==> src/pkg/fault_status_pkg.sv <==
/*
 * Constants for the fault status and pending-set block: register
 * offsets, field positions, reset values and interrupt status layout.
 * Assumes a plain strobe register port with read data one cycle later.
 */
package fault_status_pkg;
	// Register offsets (byte addresses, one word each)
	localparam logic [7:0] OFS_PEND_FORCE = 8'h00;
	localparam logic [7:0] OFS_USAGE      = 8'h04;
	localparam logic [7:0] OFS_HARD       = 8'h08;
	localparam logic [7:0] OFS_CONFIG     = 8'h0C;
	localparam logic [7:0] OFS_IRQ_STAT   = 8'h10;
	localparam logic [7:0] OFS_IRQ_MASK   = 8'h14;

	// Usage fault cause fields
	localparam int UF_UNDEF     = 0;
	localparam int UF_STATE     = 1;
	localparam int UF_PC        = 2;
	localparam int UF_NO_COPROC = 3;
	localparam int UF_MISALIGN  = 8;
	localparam int UF_ZERO_DIV  = 9;
	localparam logic [15:0] UF_IMPL_MASK = 16'h030F;

	// Hard fault cause fields
	localparam int HF_VECTOR    = 1;
	localparam int HF_FORCED    = 30;
	localparam int HF_DEBUG     = 31;
	localparam logic [31:0] HF_IMPL_MASK = 32'hC000_0002;

	// Configuration control fields
	localparam int CFG_MISALIGN_TRAP = 3;
	localparam int CFG_ZERO_DIV_TRAP = 4;

	// Interrupt status fields
	localparam int IS_USAGE = 0;
	localparam int IS_HARD  = 1;
	localparam int IS_WIDTH = 2;

	// Reset values
	localparam logic [31:0] RST_ZERO = 32'h0000_0000;
endpackage : fault_status_pkg

==> src/fault_status_unit.sv <==
/*
 * Fault status and pending-set logic of the exception unit: the
 * interrupt pending-force register, usage and hard fault cause
 * registers, configuration trap enables and a status interrupt.
 * Assumes the execution stage gives one-cycle detect pulses on clock.
 */
// What this block does
// RULE1: Writing 1 to a pending-force bit makes that interrupt pending; 0 does nothing.
// RULE2: Reading pending-force returns 1 for pending interrupts, 0 otherwise.
// RULE3: Writing 1 to pending or disabled interrupts still leaves it pending.
// RULE4: Zero-divisor flag sets on divide by zero only with the trap enabled.
// RULE5: Zero-divisor fault stacks the divide instruction's address.
// RULE6: Misalign flag at bit 8 sets on unaligned access when trap enabled.
// RULE7: Unaligned multiple or double transfers always raise the misalign flag.
// RULE8: Any coprocessor access sets the no-coprocessor flag at bit 3.
// RULE9: Bad exception return sets bit 2 and stacks the offending address.
// RULE10: Illegal execution-status use sets bit 1 and stacks that instruction.
// RULE11: Undefined instructions never set the bad execution-state flag.
// RULE12: Hard fault bits are sticky, cleared by writing 1 or reset.
// RULE13: Software must write 0 to the debug event bit 31.
// RULE14: Forced flag at bit 30 sets on escalation of a configurable fault.
// RULE15: Vector fetch bus error sets bit 1, stacks the preempted address.
// RULE16: Handler reads other fault registers when the forced flag is set.
// RULE17: Undefined opcode flag at bit 0 sets on an undefined instruction.
// RULE18: Usage fault flags stay set until software writes 1 or reset.
`timescale 1ns/1ps
module fault_status_unit
	import fault_status_pkg::*;
#(
	parameter int IRQ_COUNT = 32
) (
	input  wire logic                 clock,
	input  wire logic                 srst,
	// Register port
	input  wire logic [7:0]           reg_addr,
	input  wire logic [31:0]          reg_wdata,
	input  wire logic                 reg_write,
	input  wire logic                 reg_read,
	output logic      [31:0]          reg_rdata,
	// Interrupt pending state shared with the interrupt controller
	input  wire logic [IRQ_COUNT-1:0] irq_pending_in,
	output logic      [IRQ_COUNT-1:0] pend_set_pulse,
	// Fault detect pulses from execution
	input  wire logic                 exec_valid,
	input  wire logic [31:0]          exec_pc,
	input  wire logic                 divide_op,
	input  wire logic                 divisor_zero,
	input  wire logic                 unaligned_access,
	input  wire logic                 multi_or_double_op,
	input  wire logic                 coproc_access,
	input  wire logic                 undefined_opcode,
	input  wire logic                 exec_status_misuse,
	input  wire logic                 bad_return_load,
	// Exception entry events
	input  wire logic                 escalate_fault,
	input  wire logic                 vector_bus_error,
	input  wire logic [31:0]          preempted_pc,
	// Stacked return address towards the exception entry logic, and the status interrupt
	output logic                      stack_valid,
	output logic      [31:0]          stack_pc,
	output logic                      irq
);

	// Pending-force port is at most one register word wide
	if (IRQ_COUNT < 1 || IRQ_COUNT > 32) begin : g_irq_count_bad
		$error("IRQ_COUNT must lie between 1 and 32");
	end

	// Register state
	logic [IRQ_COUNT-1:0] pend_set_q, pend_set_d;
	// Sticky cause flags and software settings
	logic [15:0]          usage_q, usage_d;
	logic [31:0]          hard_q, hard_d;
	logic [31:0]          config_q, config_d;
	logic [IS_WIDTH-1:0]  istat_q, istat_d;
	logic [IS_WIDTH-1:0]  imask_q, imask_d;
	// Output stage: read data, stacked address, interrupt
	logic [31:0]          rdata_q, rdata_d;
	logic                 stack_valid_q, stack_valid_d;
	logic [31:0]          stack_pc_q, stack_pc_d;
	logic                 irq_q, irq_d;

	// Decoded fault events and register access strobes
	logic [15:0] uf_set;
	logic [31:0] hf_set;
	logic        wr_pend, wr_usage, wr_hard, wr_cfg, wr_mask;
	logic        rd_stat;

	// Address match, shared by the write and read decode
	function automatic logic hit(input logic [7:0] a, input logic [7:0] ofs);
		hit = (a == ofs);
	endfunction : hit

	// Fault detection; an undefined opcode masks the execution-state fault
	always_comb begin
		uf_set = 16'h0000;
		hf_set = 32'h0000_0000;
		// Execution faults count only for an instruction really executing
		if (exec_valid) begin
			// Trap enables come from the registered configuration word
			uf_set[UF_ZERO_DIV] = divide_op & divisor_zero
				& config_q[CFG_ZERO_DIV_TRAP]; // RULE4
			uf_set[UF_MISALIGN] = unaligned_access
				& (config_q[CFG_MISALIGN_TRAP] | multi_or_double_op); // RULE6 RULE7
			uf_set[UF_NO_COPROC] = coproc_access; // RULE8
			uf_set[UF_PC]    = bad_return_load; // RULE9
			uf_set[UF_STATE] = exec_status_misuse & ~undefined_opcode; // RULE10 RULE11
			uf_set[UF_UNDEF] = undefined_opcode; // RULE17
		end
		// Entry events arrive without an executing instruction
		hf_set[HF_FORCED] = escalate_fault; // RULE14
		hf_set[HF_VECTOR] = vector_bus_error; // RULE15
	end

	// Write and read decode
	always_comb begin
		wr_pend  = reg_write & hit(reg_addr, OFS_PEND_FORCE);
		wr_usage = reg_write & hit(reg_addr, OFS_USAGE);
		wr_hard  = reg_write & hit(reg_addr, OFS_HARD);
		wr_cfg   = reg_write & hit(reg_addr, OFS_CONFIG);
		wr_mask  = reg_write & hit(reg_addr, OFS_IRQ_MASK);
		// Status clears on its read strobe, never on a write
		rd_stat  = reg_read & hit(reg_addr, OFS_IRQ_STAT);
	end

	// Next register state; hardware set wins over a same-cycle clear
	always_comb begin
		// Pulse only; the pending state itself lives in the controller
		pend_set_d = '0;
		if (wr_pend) begin
			pend_set_d = reg_wdata[IRQ_COUNT-1:0]; // RULE1 RULE3
		end
		// Clear by a write of 1 first, then new faults OR in so a set wins
		usage_d = usage_q;
		if (wr_usage) begin
			usage_d = usage_q & ~reg_wdata[15:0]; // RULE18
		end
		usage_d = (usage_d | uf_set) & UF_IMPL_MASK; // RULE18
		// Same sticky scheme; unimplemented bits never hold a 1
		hard_d = hard_q;
		if (wr_hard) begin
			// Debug bit is cleared only; software keeps it 0 on writes
			hard_d = hard_q & ~reg_wdata; // RULE12 RULE13
		end
		hard_d = (hard_d | hf_set) & HF_IMPL_MASK; // RULE12
		// Only the two trap enables are kept; other bits read zero
		config_d = config_q;
		if (wr_cfg) begin
			config_d = RST_ZERO;
			config_d[CFG_MISALIGN_TRAP] = reg_wdata[CFG_MISALIGN_TRAP];
			config_d[CFG_ZERO_DIV_TRAP] = reg_wdata[CFG_ZERO_DIV_TRAP];
		end
		imask_d = wr_mask ? reg_wdata[IS_WIDTH-1:0] : imask_q;
		// Status sticks until read; an event in the read cycle survives
		istat_d = rd_stat ? '0 : istat_q;
		istat_d[IS_USAGE] = istat_d[IS_USAGE] | (|uf_set);
		istat_d[IS_HARD]  = istat_d[IS_HARD] | (|hf_set);
		// Built from next state so the line moves with the status bits
		irq_d = |(istat_d & imask_d);
	end

	// Stacked return address: faulting or preempted instruction
	always_comb begin
		stack_valid_d = 1'b0;
		// Address held between faults for the entry logic to pick up
		stack_pc_d    = stack_pc_q;
		// Usage faults win over a vector error in the same cycle
		if (|uf_set) begin
			stack_valid_d = 1'b1;
			stack_pc_d    = exec_pc; // RULE5 RULE9 RULE10
		end else if (vector_bus_error) begin
			stack_valid_d = 1'b1;
			stack_pc_d    = preempted_pc; // RULE15
		end
	end

	// Read data mux; unmapped addresses read zero
	always_comb begin
		// Idle cycles read zero so stale data never lingers
		rdata_d = RST_ZERO;
		if (reg_read) begin
			unique case (reg_addr)
				OFS_PEND_FORCE: rdata_d[IRQ_COUNT-1:0] = irq_pending_in; // RULE2
				OFS_USAGE:      rdata_d[15:0] = usage_q;
				OFS_HARD:       rdata_d = hard_q;
				OFS_CONFIG:     rdata_d = config_q;
				OFS_IRQ_STAT:   rdata_d[IS_WIDTH-1:0] = istat_q;
				OFS_IRQ_MASK:   rdata_d[IS_WIDTH-1:0] = imask_q;
				default:        rdata_d = RST_ZERO;
			endcase
		end
	end

	// Register everything
	always_ff @(posedge clock) begin
		// Synchronous reset clears every flag, setting and output
		if (srst) begin
			pend_set_q    <= '0;
			usage_q       <= 16'h0000;
			hard_q        <= RST_ZERO;
			config_q      <= RST_ZERO;
			istat_q       <= '0;
			imask_q       <= '0;
			rdata_q       <= RST_ZERO;
			stack_valid_q <= 1'b0;
			stack_pc_q    <= RST_ZERO;
			irq_q         <= 1'b0;
		end else begin
			pend_set_q    <= pend_set_d;
			usage_q       <= usage_d;
			hard_q        <= hard_d;
			config_q      <= config_d;
			istat_q       <= istat_d;
			imask_q       <= imask_d;
			rdata_q       <= rdata_d;
			stack_valid_q <= stack_valid_d;
			stack_pc_q    <= stack_pc_d;
			irq_q         <= irq_d;
		end
	end

	// Every output comes straight from a flip-flop
	assign reg_rdata      = rdata_q;
	assign pend_set_pulse = pend_set_q;
	assign stack_valid    = stack_valid_q;
	assign stack_pc       = stack_pc_q;
	assign irq            = irq_q;

	// Checks, one property per guarded behaviour

	// Divide by zero ignored while its trap is off
	zero_div_trap_a: assert property (@(posedge clock) disable iff (srst) // RULE4
		exec_valid && divide_op && divisor_zero && !config_q[CFG_ZERO_DIV_TRAP]
		&& !usage_q[UF_ZERO_DIV] && !wr_cfg |=> !usage_q[UF_ZERO_DIV])
		else $error("zero divide flag set with trap off");

	// Trapped divide by zero records flag and divide address
	zero_div_set_a: assert property (@(posedge clock) disable iff (srst) // RULE4 RULE5
		exec_valid && divide_op && divisor_zero && config_q[CFG_ZERO_DIV_TRAP]
		|=> usage_q[UF_ZERO_DIV] && stack_pc == $past(exec_pc))
		else $error("zero divide fault not recorded");

	// Unaligned multiple and double transfers fault whatever the trap enable
	misalign_multi_a: assert property (@(posedge clock) disable iff (srst) // RULE7
		exec_valid && unaligned_access && multi_or_double_op
		|=> usage_q[UF_MISALIGN])
		else $error("multi transfer misalign not raised");

	// Single unaligned access faults with the trap on
	misalign_trap_a: assert property (@(posedge clock) disable iff (srst) // RULE6
		exec_valid && unaligned_access && config_q[CFG_MISALIGN_TRAP]
		|=> usage_q[UF_MISALIGN])
		else $error("misalign flag not set");

	// Single unaligned access passes quietly with the trap off
	misalign_off_a: assert property (@(posedge clock) disable iff (srst) // RULE6
		exec_valid && unaligned_access && !multi_or_double_op
		&& !config_q[CFG_MISALIGN_TRAP] && !usage_q[UF_MISALIGN]
		|=> !usage_q[UF_MISALIGN])
		else $error("misalign flag set with trap off");

	// Coprocessor access always faults
	no_coproc_a: assert property (@(posedge clock) disable iff (srst) // RULE8
		exec_valid && coproc_access |=> usage_q[UF_NO_COPROC])
		else $error("coprocessor flag not set");

	// Bad exception return records flag and offending address
	bad_pc_a: assert property (@(posedge clock) disable iff (srst) // RULE9
		exec_valid && bad_return_load
		|=> usage_q[UF_PC] && stack_pc == $past(exec_pc))
		else $error("bad pc load not recorded");

	// Undefined opcode outranks execution-state misuse
	state_undef_a: assert property (@(posedge clock) disable iff (srst) // RULE11 RULE17
		exec_valid && exec_status_misuse && undefined_opcode && !usage_q[UF_STATE]
		|=> !usage_q[UF_STATE] && usage_q[UF_UNDEF])
		else $error("state flag set by undefined opcode");

	// Execution-state misuse on a defined opcode
	state_set_a: assert property (@(posedge clock) disable iff (srst) // RULE10
		exec_valid && exec_status_misuse && !undefined_opcode
		|=> usage_q[UF_STATE])
		else $error("state flag not set");

	// Usage flag survives anything but a write of 1
	usage_sticky_a: assert property (@(posedge clock) disable iff (srst) // RULE18
		usage_q[UF_NO_COPROC] && !(wr_usage && reg_wdata[UF_NO_COPROC])
		|=> usage_q[UF_NO_COPROC])
		else $error("usage flag lost");

	// Write of 1 clears a usage flag when no new fault arrives
	usage_clear_a: assert property (@(posedge clock) disable iff (srst) // RULE18
		wr_usage && reg_wdata[UF_UNDEF] && !(exec_valid && undefined_opcode)
		|=> !usage_q[UF_UNDEF])
		else $error("usage flag not cleared");

	// Forced flag survives anything but a write of 1
	hard_sticky_a: assert property (@(posedge clock) disable iff (srst) // RULE12
		hard_q[HF_FORCED] && !(wr_hard && reg_wdata[HF_FORCED])
		|=> hard_q[HF_FORCED])
		else $error("forced flag lost");

	// Vector flag survives anything but a write of 1
	vector_sticky_a: assert property (@(posedge clock) disable iff (srst) // RULE12
		hard_q[HF_VECTOR] && !(wr_hard && reg_wdata[HF_VECTOR])
		|=> hard_q[HF_VECTOR])
		else $error("vector flag lost");

	// Write of 1 clears the vector flag when no bus error arrives
	hard_clear_a: assert property (@(posedge clock) disable iff (srst) // RULE12
		wr_hard && reg_wdata[HF_VECTOR] && !vector_bus_error
		|=> !hard_q[HF_VECTOR])
		else $error("vector flag not cleared");

	// Escalation always lands in the forced flag
	forced_set_a: assert property (@(posedge clock) disable iff (srst) // RULE14
		escalate_fault |=> hard_q[HF_FORCED])
		else $error("forced flag not set");

	// Vector fetch error stacks the preempted address
	vector_set_a: assert property (@(posedge clock) disable iff (srst) // RULE15
		vector_bus_error && !(|uf_set)
		|=> hard_q[HF_VECTOR] && stack_pc == $past(preempted_pc))
		else $error("vector fault not recorded");

	// Stack strobe only follows a recorded fault
	stack_pulse_a: assert property (@(posedge clock) disable iff (srst) // RULE5
		!(|uf_set) && !vector_bus_error |=> !stack_valid)
		else $error("stack strobe without fault");

	// Pending-force write becomes a one-cycle pulse
	pend_force_a: assert property (@(posedge clock) disable iff (srst) // RULE1 RULE3
		reg_write && reg_addr == OFS_PEND_FORCE
		|=> pend_set_pulse == $past(reg_wdata[IRQ_COUNT-1:0]))
		else $error("pending force pulse wrong");

	// No pulse without a pending-force write
	pend_idle_a: assert property (@(posedge clock) disable iff (srst) // RULE1
		!wr_pend |=> pend_set_pulse == '0)
		else $error("pending force pulse without write");

	// Pending read reflects the controller state
	pend_read_a: assert property (@(posedge clock) disable iff (srst) // RULE2
		reg_read && reg_addr == OFS_PEND_FORCE
		|=> reg_rdata[IRQ_COUNT-1:0] == $past(irq_pending_in))
		else $error("pending read wrong");

	// Read data stands only after a read strobe
	read_idle_a: assert property (@(posedge clock) disable iff (srst)
		!reg_read |=> reg_rdata == RST_ZERO)
		else $error("read data outside read cycle");

	// Status read drops the interrupt when nothing new arrives
	irq_clear_a: assert property (@(posedge clock) disable iff (srst)
		rd_stat && !(|uf_set) && !(|hf_set) |=> !irq)
		else $error("interrupt held after status read");

	// Reset empties the usage and hard flags and quiets irq and stack_valid
	reset_clear_a: assert property (@(posedge clock) // RULE12 RULE18
		srst |=> usage_q == 16'h0000 && hard_q == RST_ZERO && !irq && !stack_valid)
		else $error("state left after reset");

	// Main scenarios seen
	usage_clear_c: cover property (@(posedge clock) disable iff (srst)
		usage_q[UF_NO_COPROC] ##1 wr_usage ##1 !usage_q[UF_NO_COPROC]);
	hard_irq_c: cover property (@(posedge clock) disable iff (srst)
		escalate_fault ##1 hard_q[HF_FORCED] ##[1:3] irq);
	div_trap_c: cover property (@(posedge clock) disable iff (srst)
		wr_cfg ##[1:4] (exec_valid && divide_op && divisor_zero));
	pend_force_c: cover property (@(posedge clock) disable iff (srst)
		wr_pend ##1 (pend_set_pulse != '0));
	vector_stack_c: cover property (@(posedge clock) disable iff (srst)
		vector_bus_error ##1 stack_valid);
endmodule : fault_status_unit

==> config.mk <==
export PLATFORM = sky130hd
export DESIGN_NAME = fault_status_unit
export DESIGN_NICKNAME = d
export VERILOG_FILES = /design/src/pkg/fault_status_pkg.sv /design/src/fault_status_unit.sv
export SDC_FILE = /design/constraint.sdc
export NUM_CORES = 1
export LEC_CHECK = 0
export ABC_AREA = 1
export BUFFER_PORTS_ARGS = -buffer_cell sky130_fd_sc_hd__clkbuf_2
export CAP_MARGIN = 30
export CORE_ASPECT_RATIO = 1.4
export CORE_MARGIN = 2
export CORE_UTILIZATION = 44
export DETAILED_ROUTE_END_ITERATION = 7
export PLACE_DENSITY = 0.85
export SLEW_MARGIN = 10
export SYNTH_ARGS = -nofsm -noshare
export SYNTH_HDL_FRONTEND = slang
export SYNTH_SLANG_ARGS = --single-unit
==> constraint.sdc <==
create_clock -name clock -period 3.4 [get_ports clock]
set_input_delay 0.51 -clock clock [delete_from_list [all_inputs] [get_ports clock]]
set_output_delay 0.51 -clock clock [all_outputs]
set_load 0.005 [all_outputs]
==> flow_metrics.py, run 1 <==
metrics = {
    "run_status": {
        "status": "complete, no violations",
    },
    "timing": {
        "max_clock_freq_ghz": 0.556,
        "min_period_over_period_pct": 52.9,
        "max_slew.worst_pin.slew_ps": 759,
        "final.setup.tns_ps": 0,
        "drv_slew": 0,
        "grt_setup_unrepaired": "false",
        "finalHoldViolations": 0,
        "slew-limit-headroom_pct": 49.3,
        "finClkSkew_ps": 4.91,
        "setup_violations": 0,
        "final.min_clock_period_ps": 1800,
    },
    "synth": {
        "synthXorXnorAreaFrac_pct": 0,
        "synth_cell_types": 20,
        "ys_ff_latch": 113,
        "synthCells": 606,
        "yosysWarnings": 0,
        "synthMuxAreaShare_pct": 0,
        "syn-num-nets": 757,
        "synth_top_family_by_area": "simple AND/OR/NAND/NOR gates",
        "ys_seq_area_share_pct": 52.6,
        "syn_area_per_cell_sq_um": 7.10,
        "synth_adder_area_share_pct": 0,
        "synth_compound_area_share_pct": 3.11,
        "synth_simple_gate_area_share_pct": 35.8,
        "synth_area_sq_mm": 0.00430,
    },
    "route": {
        "routed_wl_mm": 11.9,
        "first_iter_violations": 137,
        "drc": 0,
        "drt-pass1-iter-count": 5,
        "dr_total_vias": 4530,
        "wl_per_cell_um": 12.0,
        "antenna_left": 0,
        "via_per_inst": 4.55,
    },
    "place": {
        "port_buffers": 248,
        "gp_congestion": 0.819,
        "hpwl_mm": 9.03,
        "place_inst": 964,
    },
    "pwr": {
        "p_int_mw": 2.76,
        "swShare_pct": 22.4,
        "clockPowerShare_pct": 52.1,
        "p_sw_mw": 0.794,
        "ir_drop_v": 0.000374,
        "p_per_area_mw_per_mm2": 570,
        "p_leak_nw": 3.35,
        "pwr-share-seq_pct": 39.2,
        "power_frac_comb_pct": 8.6,
    },
    "setup_path": {
        "critical_path_arrival_ps": 2090,
        "worst-path-max-fanout": 35,
        "start_kind": "flip-flop",
        "cp-end-kind": "flip-flop",
        "worst-r2r-setup-slack_ps": 1600,
        "r2r-start": "config_q[3]",
        "r2r_cells": 7,
        "cp.required_ps": 3690,
        "worstSetupPathType": "flip-flop to flip-flop",
        "timing.rr.end": "stack_pc[19]",
    },
    "die": {
        "start_util_pct": 45.2,
        "num_io_pins": 249,
        "core_sq_mm": 0.00951,
        "row_count": 42,
        "die_area_sq_mm": 0.0106,
        "dieWidth_um": 87.6,
        "die_y_um": 121,
    },
    "final_layout": {
        "n_antenna_cell": 0,
        "stdcell_count": 996,
        "drive_above_1_share_pct": 33.7,
        "nFillCells": 824,
        "nNetsFinal": 1002,
        "multi_input_area_sq_mm": 0.00168,
        "area_growth_pct": 44.9,
        "regArea_sq_mm": 0.00226,
    },
    "clocking": {
        "htreeDepth": 4,
        "cts_tree": "built",
        "insertion_delay_ps": 390,
        "post_cts_buffers": 0,
        "cts_buffer_depth": 2,
        "cts_sinks": 113,
        "cts_buffers": 17,
        "cts_resized": 0,
        "clock-root-buffer": "clkbuf_16",
        "cts.reportedPaths.clkPinSlew_ps": 50,
        "cts_hold_buf": 0,
    },
    "worst_hold_path": {
        "worstHoldStart": "reg_wdata[15]",
        "whs_endpoint": "pend_set_pulse[15]",
        "worstHoldPathType": "input port to flip-flop",
        "whs_path_depth": 3,
    },
    "grt": {
        "grt_pass1_wl_mm": 19.1,
        "grt_pass1_vias": 4320,
        "antenna_found_initial": 0,
        "grt_overflow": 0,
        "grt_start_max_net_pins": 40,
        "track_usage_pct": 23.0,
    },
    "flow_run": {
        "timing.max_cap.violations": 0,
    },
}
## sequential cells by signal, indices dropped and copies added (netlist names)
signal	flops
config_q	2
irq	1
reg_rdata	32
stack_pc	32
hard_q	3
istat_q	2
usage_q	6
stack_valid	1
pend_set_pulse	32
imask_q	2
## worst max-delay path, stage by stage (launching register included)
cell     delay [ps]
dfxtp_1         330
o21ai_2         160
nand2_1         110
nor2_4          610
buf_12          270
nand3_1          90
nand2_1          60
nor2_1           40
## logic make-up (layout without fill, tap and decap cells)
logic type	after synthesis	count (layout)
buffers and inverters	81	339
AND/OR/NAND/NOR	387	387
flip-flops	113	113
AO/OA/AOI/OAI	25	25
## through the flow
step | setup WS, ps | power (mW) | hold WS, ps | utilization (%) | area, sq um
2_1_floorplan | 2030 | 1.57 | 432 | - | 4300
3_3_place_gp | 1270 | 1.72 | 442 | 58.9 | 5610
3_5_place_dp | 1270 | 1.72 | 454 | 58.9 | 5610
4_1_cts | 1610 | 3.58 | 291 | 65.5 | 6230
5_1_grt | 1390 | 3.70 | 294 | 65.5 | 6230
6_report | 1600 | 3.55 | 309 | 65.5 | 6230
## synthesized netlist by cell type
| cell | instances | area [sq um] |
|---|---|---|
| nand3_1 | 51 | 255 |
| inv_2 | 1 | 3.75 |
| o21ai_0 | 3 | 15.0 |
| nand2_1 | 185 | 694 |
| o21ai_2 | 1 | 8.76 |
| clkinv_1 | 1 | 3.75 |
| o211ai_1 | 1 | 7.51 |
| dfxtp_1 | 113 | 2260 |
| inv_1 | 51 | 191 |
| buf_6 | 6 | 67.6 |
| buf_4 | 1 | 7.51 |
| nand4_1 | 3 | 18.8 |
| nor2_2 | 3 | 18.8 |
| a21oi_1 | 19 | 95.1 |
| nor3_1 | 2 | 10.0 |
| nor2_1 | 142 | 533 |
| clkbuf_1 | 12 | 45.0 |
| nor2_4 | 1 | 11.3 |
| buf_2 | 9 | 45.0 |
| o21bai_1 | 1 | 7.51 |
## cells in the final DEF (no fill, tap or decap), drive strengths merged
cell | netlist | routed
o211ai | 1 | 1
buf | 16 | 6
a21oi | 19 | 19
clkbuf | 12 | 267
clkinvlp | 0 | 3
nand2 | 185 | 185
o21ai | 4 | 4
nor3 | 2 | 2
bufinv | 0 | 4
clkinv | 1 | 5
inv | 52 | 54
nand4 | 3 | 3
nor2 | 146 | 146
nand3 | 51 | 51
dfxtp | 113 | 113
o21bai | 1 | 1
## final cells by class
cell class / instances / area share, %
Inverter: 53 / 3.19
Sequential cell: 113 / 36.3
Clock inverter: 13 / 2.95
Clock buffer: 19 / 7.11
Multi-Input combinational cell: 412 / 27.0
Timing Repair Buffer: 254 / 20.8
Tap cell: 132 / 2.65
## routing by layer
layer	GRT usage, %	wire length [um]	share of wire (%)
met1	24.2	4480	37
met2	42.0	6380	53
met3	6.67	922	7.7
met4	9.04	170	1.4
met5	0	0	0
## power groups by stage
stage / clock network [mW] / registers (mW) / logic, mW
global route: 1.96 / 1.40 / 0.350
detailed placement: 0 / 1.42 / 0.306
CTS: 1.88 / 1.39 / 0.308
global placement: 0 / 1.42 / 0.301
floorplan: 0 / 1.42 / 0.150
finish: 1.85 / 1.39 / 0.306
## worst max-delay path by stage
stage | slack, ps | from | cells after the start | end
floorplan | 2030 | reg_addr[4] | 8 | usage_q[0]
detailed placement | 1270 | exec_valid | 10 | stack_pc[30]
CTS | 1610 | config_q[3] | 7 | stack_pc[31]
global placement | 1270 | exec_valid | 10 | stack_pc[26]
global route | 1390 | config_q[3] | 7 | stack_pc[17]
finish | 1600 | config_q[3] | 7 | stack_pc[19]
No activity file was read; power rests on OpenSTA's default activity.
==> inputs of run 2 (changes only) <==
==> constraint.sdc (replaced) <==
create_clock -name clock -period 1.7 [get_ports clock]
set_input_delay 0.255 -clock clock [delete_from_list [all_inputs] [get_ports clock]]
set_output_delay 0.255 -clock clock [all_outputs]
set_load 0.005 [all_outputs]
==> run 2 against run 1 <==
Critical path type unchanged. Core utilization grew 0.092 points. Clock power up 88%. Flip-flop and latch count unchanged. Setup slack lost 1300 ps. Routed wire length down 0.98%. First-iteration DRC count shrank 8.0%. Power rose by 93%. Global-route usage is 0.69 points lower. Design area up 0.14%.
==> flow_metrics.py, run 2 (synthesis gave the netlist of run 1 again) <==
metrics = {
    "final_layout": {
        "area_growth_pct": 45.1,
        "mostFrequentLayoutCells": "clkbuf_2 (248), nand2_1 (185), nor2_1 (142)",
        "multi_input_area_sq_mm": 0.00168,
        "final_common_cell": "clkbuf_2",
        "nNetsFinal": 1006,
        "n_antenna_cell": 0,
        "regArea_sq_mm": 0.00226,
        "drive_above_1_share_pct": 34.1,
        "nFillCells": 800,
    },
    "grt": {
        "track_usage_pct": 22.3,
        "grt_pass1_vias": 4135,
        "grt_pass1_wl_mm": 18.5,
        "grt_start_max_net_pins": 68,
        "grt_overflow": 0,
        "antenna_found_initial": 0,
    },
    "setup_path": {
        "start_kind": "flip-flop",
        "critical_path_arrival_ps": 1640,
        "cp-end-kind": "flip-flop",
        "r2r-start": "config_q[3]",
        "cp.required_ps": 1990,
        "timing.rr.end": "stack_pc[5]",
        "crit_chain": "o21ai_2 -> nand2_1 -> nor2_4 -> buf_12 -> nand3_1 -> nand2_1 -> nor2_1",
        "cp_top_family": "simple AND/OR/NAND/NOR gates",
        "worstSetupPathType": "flip-flop to flip-flop",
        "slowest_stage": "dfxtp_1",
        "cp_num_buf_inv": 1,
        "worst-r2r-setup-slack_ps": 350,
        "crit_path_frequent_cell": "nand2_1",
        "slowest_delay_ps": 330,
        "worst-path-max-fanout": 67,
        "r2r_cells": 7,
    },
    "place": {
        "gp_congestion": 0.833,
        "port_buffers": 248,
        "hpwl_mm": 8.96,
    },
    "clocking": {
        "cts_buffers": 17,
        "post_cts_buffers": 0,
        "cts.reportedPaths.clkPinSlew_ps": 60,
        "insertion_delay_ps": 400,
        "cts_sinks": 113,
        "htreeDepth": 4,
        "clock-root-buffer": "clkbuf_16",
        "cts_tree": "built",
        "cts_resized": 0,
        "cts_buffer_depth": 2,
        "cts_hold_buf": 0,
    },
    "timing": {
        "grt_setup_unrepaired": "false",
        "final.min_clock_period_ps": 1350,
        "max_slew.worst_pin.slew_ps": 402,
        "max_clock_freq_ghz": 0.740,
        "min_period_over_period_pct": 79.5,
        "final.setup.tns_ps": 0,
        "drv_slew": 0,
        "finClkSkew_ps": 6.20,
        "slew-limit-headroom_pct": 73.1,
        "finalHoldViolations": 0,
        "setup_violations": 0,
    },
    "route": {
        "drc": 0,
        "drt-pass1-iter-count": 5,
        "dr_total_vias": 4521,
        "first_iter_violations": 126,
        "antenna_left": 0,
        "routed_wl_mm": 11.8,
        "wl_per_cell_um": 11.8,
        "via_per_inst": 4.52,
    },
    "worst_hold_path": {
        "worstHoldPathType": "input port to flip-flop",
        "whs_path_depth": 3,
        "whs_endpoint": "pend_set_pulse[14]",
        "worstHoldStart": "reg_wdata[14]",
    },
    "die": {
        "core_sq_mm": 0.00951,
        "start_util_pct": 45.2,
        "dieWidth_um": 87.6,
        "die_y_um": 121,
        "row_count": 42,
        "num_io_pins": 249,
        "die_area_sq_mm": 0.0106,
    },
    "flow_run": {
        "timing.max_cap.violations": 0,
    },
    "pwr": {
        "ir_drop_v": 0.000729,
        "p_leak_nw": 3.36,
        "p_per_area_mw_per_mm2": 1100,
        "p_total_mw": 6.87,
    },
    "run_status": {
        "status": "complete, no violations",
    },
}
run 2: area by class of cell:
cell class	instances	share of cell area, %
Multi-Input combinational cell	412	26.9
Clock inverter	14	2.47
Sequential cell	113	36.2
Inverter	53	3.19
Timing Repair Buffer	258	21.5
Clock buffer	18	7.04
Tap cell	132	2.65
run 2: worst max-delay path by stage:
stage	start	end	slack [ps]	cells after the start
after floorplan	config_q[3]	stack_pc[25]	570	7
after global placement	reg_addr[6]	usage_q[8]	280	9
after detailed placement	reg_addr[1]	usage_q[8]	260	9
after CTS	config_q[3]	stack_pc[25]	340	7
after global routing	config_q[3]	stack_pc[10]	190	7
final	config_q[3]	stack_pc[5]	350	7
run 2: worst register-to-register path, cell delays in order (launching register included):
cell and delay (ps):
dfxtp_1 330, o21ai_2 150, nand2_1 100, nor2_4 150, buf_12 270, nand3_1 130, nand2_1 70, nor2_1 50
run 2: stage by stage:
step / worst slack (ps) / instance area (sq um) / utilization [%] / hold slack [ps] / instances
6_report: 348 / 6240 / 65.6 / 43.6 / 1000
5_1_grt: 187 / 6240 / 65.6 / 36.5 / 1000
4_1_cts: 342 / 6240 / 65.6 / 31.1 / 1000
3_5_place_dp: 263 / 5650 / 59.4 / 450 / 968
3_3_place_gp: 276 / 5650 / 59.4 / 442 / 968
2_1_floorplan: 566 / 4300 / - / 324 / 606
run 2: per-layer routing:
metal	GRT usage [%]	share of wire (%)	up-vias
li1	-	-	2350
met2	41.3	53	196
met1	22.5	37	1959
met4	8.08	1.5	0
met5	0	0	-
met3	7.55	8.1	16
run 2: report_power, final:
group	internal (mW)	switching, mW
Sequential	2.74	0.0441
Clock	2.21	1.26
Combinational	0.288	0.328
==> inputs of run 3 (changes only) <==
--- a/config.mk
+++ b/config.mk
@@ -10,9 +10,9 @@
 export CAP_MARGIN = 30
 export CORE_ASPECT_RATIO = 1.4
 export CORE_MARGIN = 2
-export CORE_UTILIZATION = 44
+export CORE_UTILIZATION = 39
 export DETAILED_ROUTE_END_ITERATION = 7
-export PLACE_DENSITY = 0.85
+export PLACE_DENSITY = 0.8
 export SLEW_MARGIN = 10
 export SYNTH_ARGS = -nofsm -noshare
 export SYNTH_HDL_FRONTEND = slang
==> constraint.sdc (replaced) <==
create_clock -name clock -period 1.2 [get_ports clock]
set_input_delay 0.18 -clock clock [delete_from_list [all_inputs] [get_ports clock]]
set_output_delay 0.18 -clock clock [all_outputs]
set_load 0.005 [all_outputs]
==> run 3 against run 2 <==
The run now ends with setup timing left. Critical endpoint is now stack_pc[24]. Combinational power rose by 120%. Flip-flop and latch count did not move. First-iteration DRC count is 95% higher. Final cell count rose by 12%. Largest power group unchanged. Non-clock buffer count is 107 higher. Die area up 12%.
==> flow_metrics.py, run 3 (synthesis gave the netlist of run 1 again) <==
metrics = {
    "run_status": {
        "status": "finished, violations left",
        "violations": "setup timing",
    },
    "setup_path": {
        "worstSetupPathType": "flip-flop to flip-flop",
        "cp.required_ps": 1500,
        "worst-path-max-fanout": 6,
        "cp-end-kind": "flip-flop",
        "critical_path_arrival_ps": 1710,
        "start_kind": "flip-flop",
    },
    "pwr": {
        "ir_drop_v": 0.000962,
        "p_per_area_mw_per_mm2": 1400,
        "p_total_mw": 10.5,
        "p_leak_nw": 3.89,
    },
    "grt": {
        "track_usage_pct": 25.8,
        "grt_overflow": 0,
        "grt_pass1_vias": 5109,
        "antenna_found_initial": 0,
        "grt_pass1_wl_mm": 24.1,
        "grt_start_max_net_pins": 36,
    },
    "final_layout": {
        "nFillCells": 780,
        "mostFrequentLayoutCells": "clkbuf_2 (248), nand2_1 (184), nor2_1 (115)",
        "final_common_cell": "clkbuf_2",
        "area_growth_pct": 75.2,
        "nNetsFinal": 1113,
        "stdcell_count": 1117,
        "finalInstanceArea_sq_mm": 0.00754,
        "drive_above_1_share_pct": 36.3,
    },
    "timing": {
        "max_slew.worst_pin.slew_ps": 389,
        "finClkSkew_ps": 11.0,
        "final.setup.tns_ps": -4750,
        "finalHoldViolations": 0,
        "setup_violations": 33,
        "min_period_over_period_pct": 117,
        "final.min_clock_period_ps": 1410,
        "max_clock_freq_ghz": 0.711,
        "slew-limit-headroom_pct": 74.1,
        "drv_slew": 0,
        "grt_setup_unrepaired": "true",
        "fin_ws_ps": -207,
    },
    "route": {
        "antenna_left": 0,
        "drt-pass1-iter-count": 5,
        "first_iter_violations": 246,
        "via_per_inst": 4.68,
        "drc": 0,
        "wl_per_cell_um": 14.3,
        "dr_total_vias": 5224,
        "routed_wl_mm": 16.0,
    },
    "worst_hold_path": {
        "worstHoldPathType": "input port to flip-flop",
    },
    "die": {
        "die_area_sq_mm": 0.0119,
        "num_io_pins": 249,
        "start_util_pct": 39.8,
        "die_y_um": 128,
        "dieWidth_um": 92.8,
        "row_count": 45,
        "core_sq_mm": 0.0108,
    },
    "clocking": {
        "cts.reportedPaths.clkPinSlew_ps": 60,
        "cts_buffers": 17,
        "clock-root-buffer": "clkbuf_16",
        "insertion_delay_ps": 410,
        "cts_buffer_depth": 2,
        "htreeDepth": 4,
        "cts_tree": "built",
        "cts_sinks": 113,
    },
    "place": {
        "place_inst": 997,
        "port_buffers": 248,
        "gp_congestion": 0.882,
        "hpwl_mm": 9.38,
        "place_area_sq_mm": 0.00583,
    },
    "flow_run": {
        "timing.max_cap.violations": 0,
    },
}
[run 3: path summary, 6_finish.rpt]
kind	from	to	slack, ps	cells after the start
max reg2reg	config_q[4]	stack_pc[24]	-210	8
min reg2reg	hard_q[31]	hard_q[31]	460	2
max	config_q[4]	stack_pc[24]	-210	8
min	exec_pc[18]	stack_pc[18]	8	3
[run 3: final cells by class]
type	count	area, sq um	share of cell area [%]
multi-input combinational	412	1790	23.8
sequential	113	2260	30.0
tap	141	176	2.34
clock buffer	18	429	5.69
clock inverter	14	180	2.39
timing repair buffer	365	2490	33.1
antenna	1	2.50	0.0332
inverter	53	199	2.64
[run 3: worst max-delay path: stages, from the launching register on]
cell and delay [ps]:
dfxtp_2 350, nand4_1 160, nand2_2 130, nor2_4 50, buf_12 140, buf_12 140, buf_16 140, nor2_2 100
nor2_1 70
[run 3: where the power goes]
| group | switching, mW | total (mW) | internal (mW) | leakage [nW] |
|---|---|---|---|---|
| combinational | 0.632 | 1.36 | 0.733 | 2.68 |
| sequential | 0.0648 | 3.94 | 3.88 | 0.923 |
| clock | 1.91 | 5.21 | 3.30 | 0.292 |
| total | 2.61 | 10.5 | 7.91 | 3.89 |
[run 3: timing repair]
item	in CTS	in global routing
buffers inserted	1	1
pin swaps	1	22
gates resized for setup	6	36
endpoints found under the setup margin	34	34
hold buffers	80	0
gates cloned	2	3
hold endpoints to repair	80	0
[run 3: per-layer routing]
metal	vias to the layer above	global-route usage, %	routed length (um)
li1	2566	-	-
met1	2355	26.2	5620
met2	275	48.3	8550
met3	28	8.58	1400
met4	0	9.86	386
met5	-	0	0
[run 3: stage by stage]
stage	worst slack, ps	utilization (%)	hold WS [ps]
finish	-207	69.7	7.65
global route	-237	69.7	3.82
CTS	-68.9	67.8	0.970
detailed placement	-126	54.0	381
global placement	-109	54.0	379
floorplan	65.9	-	249
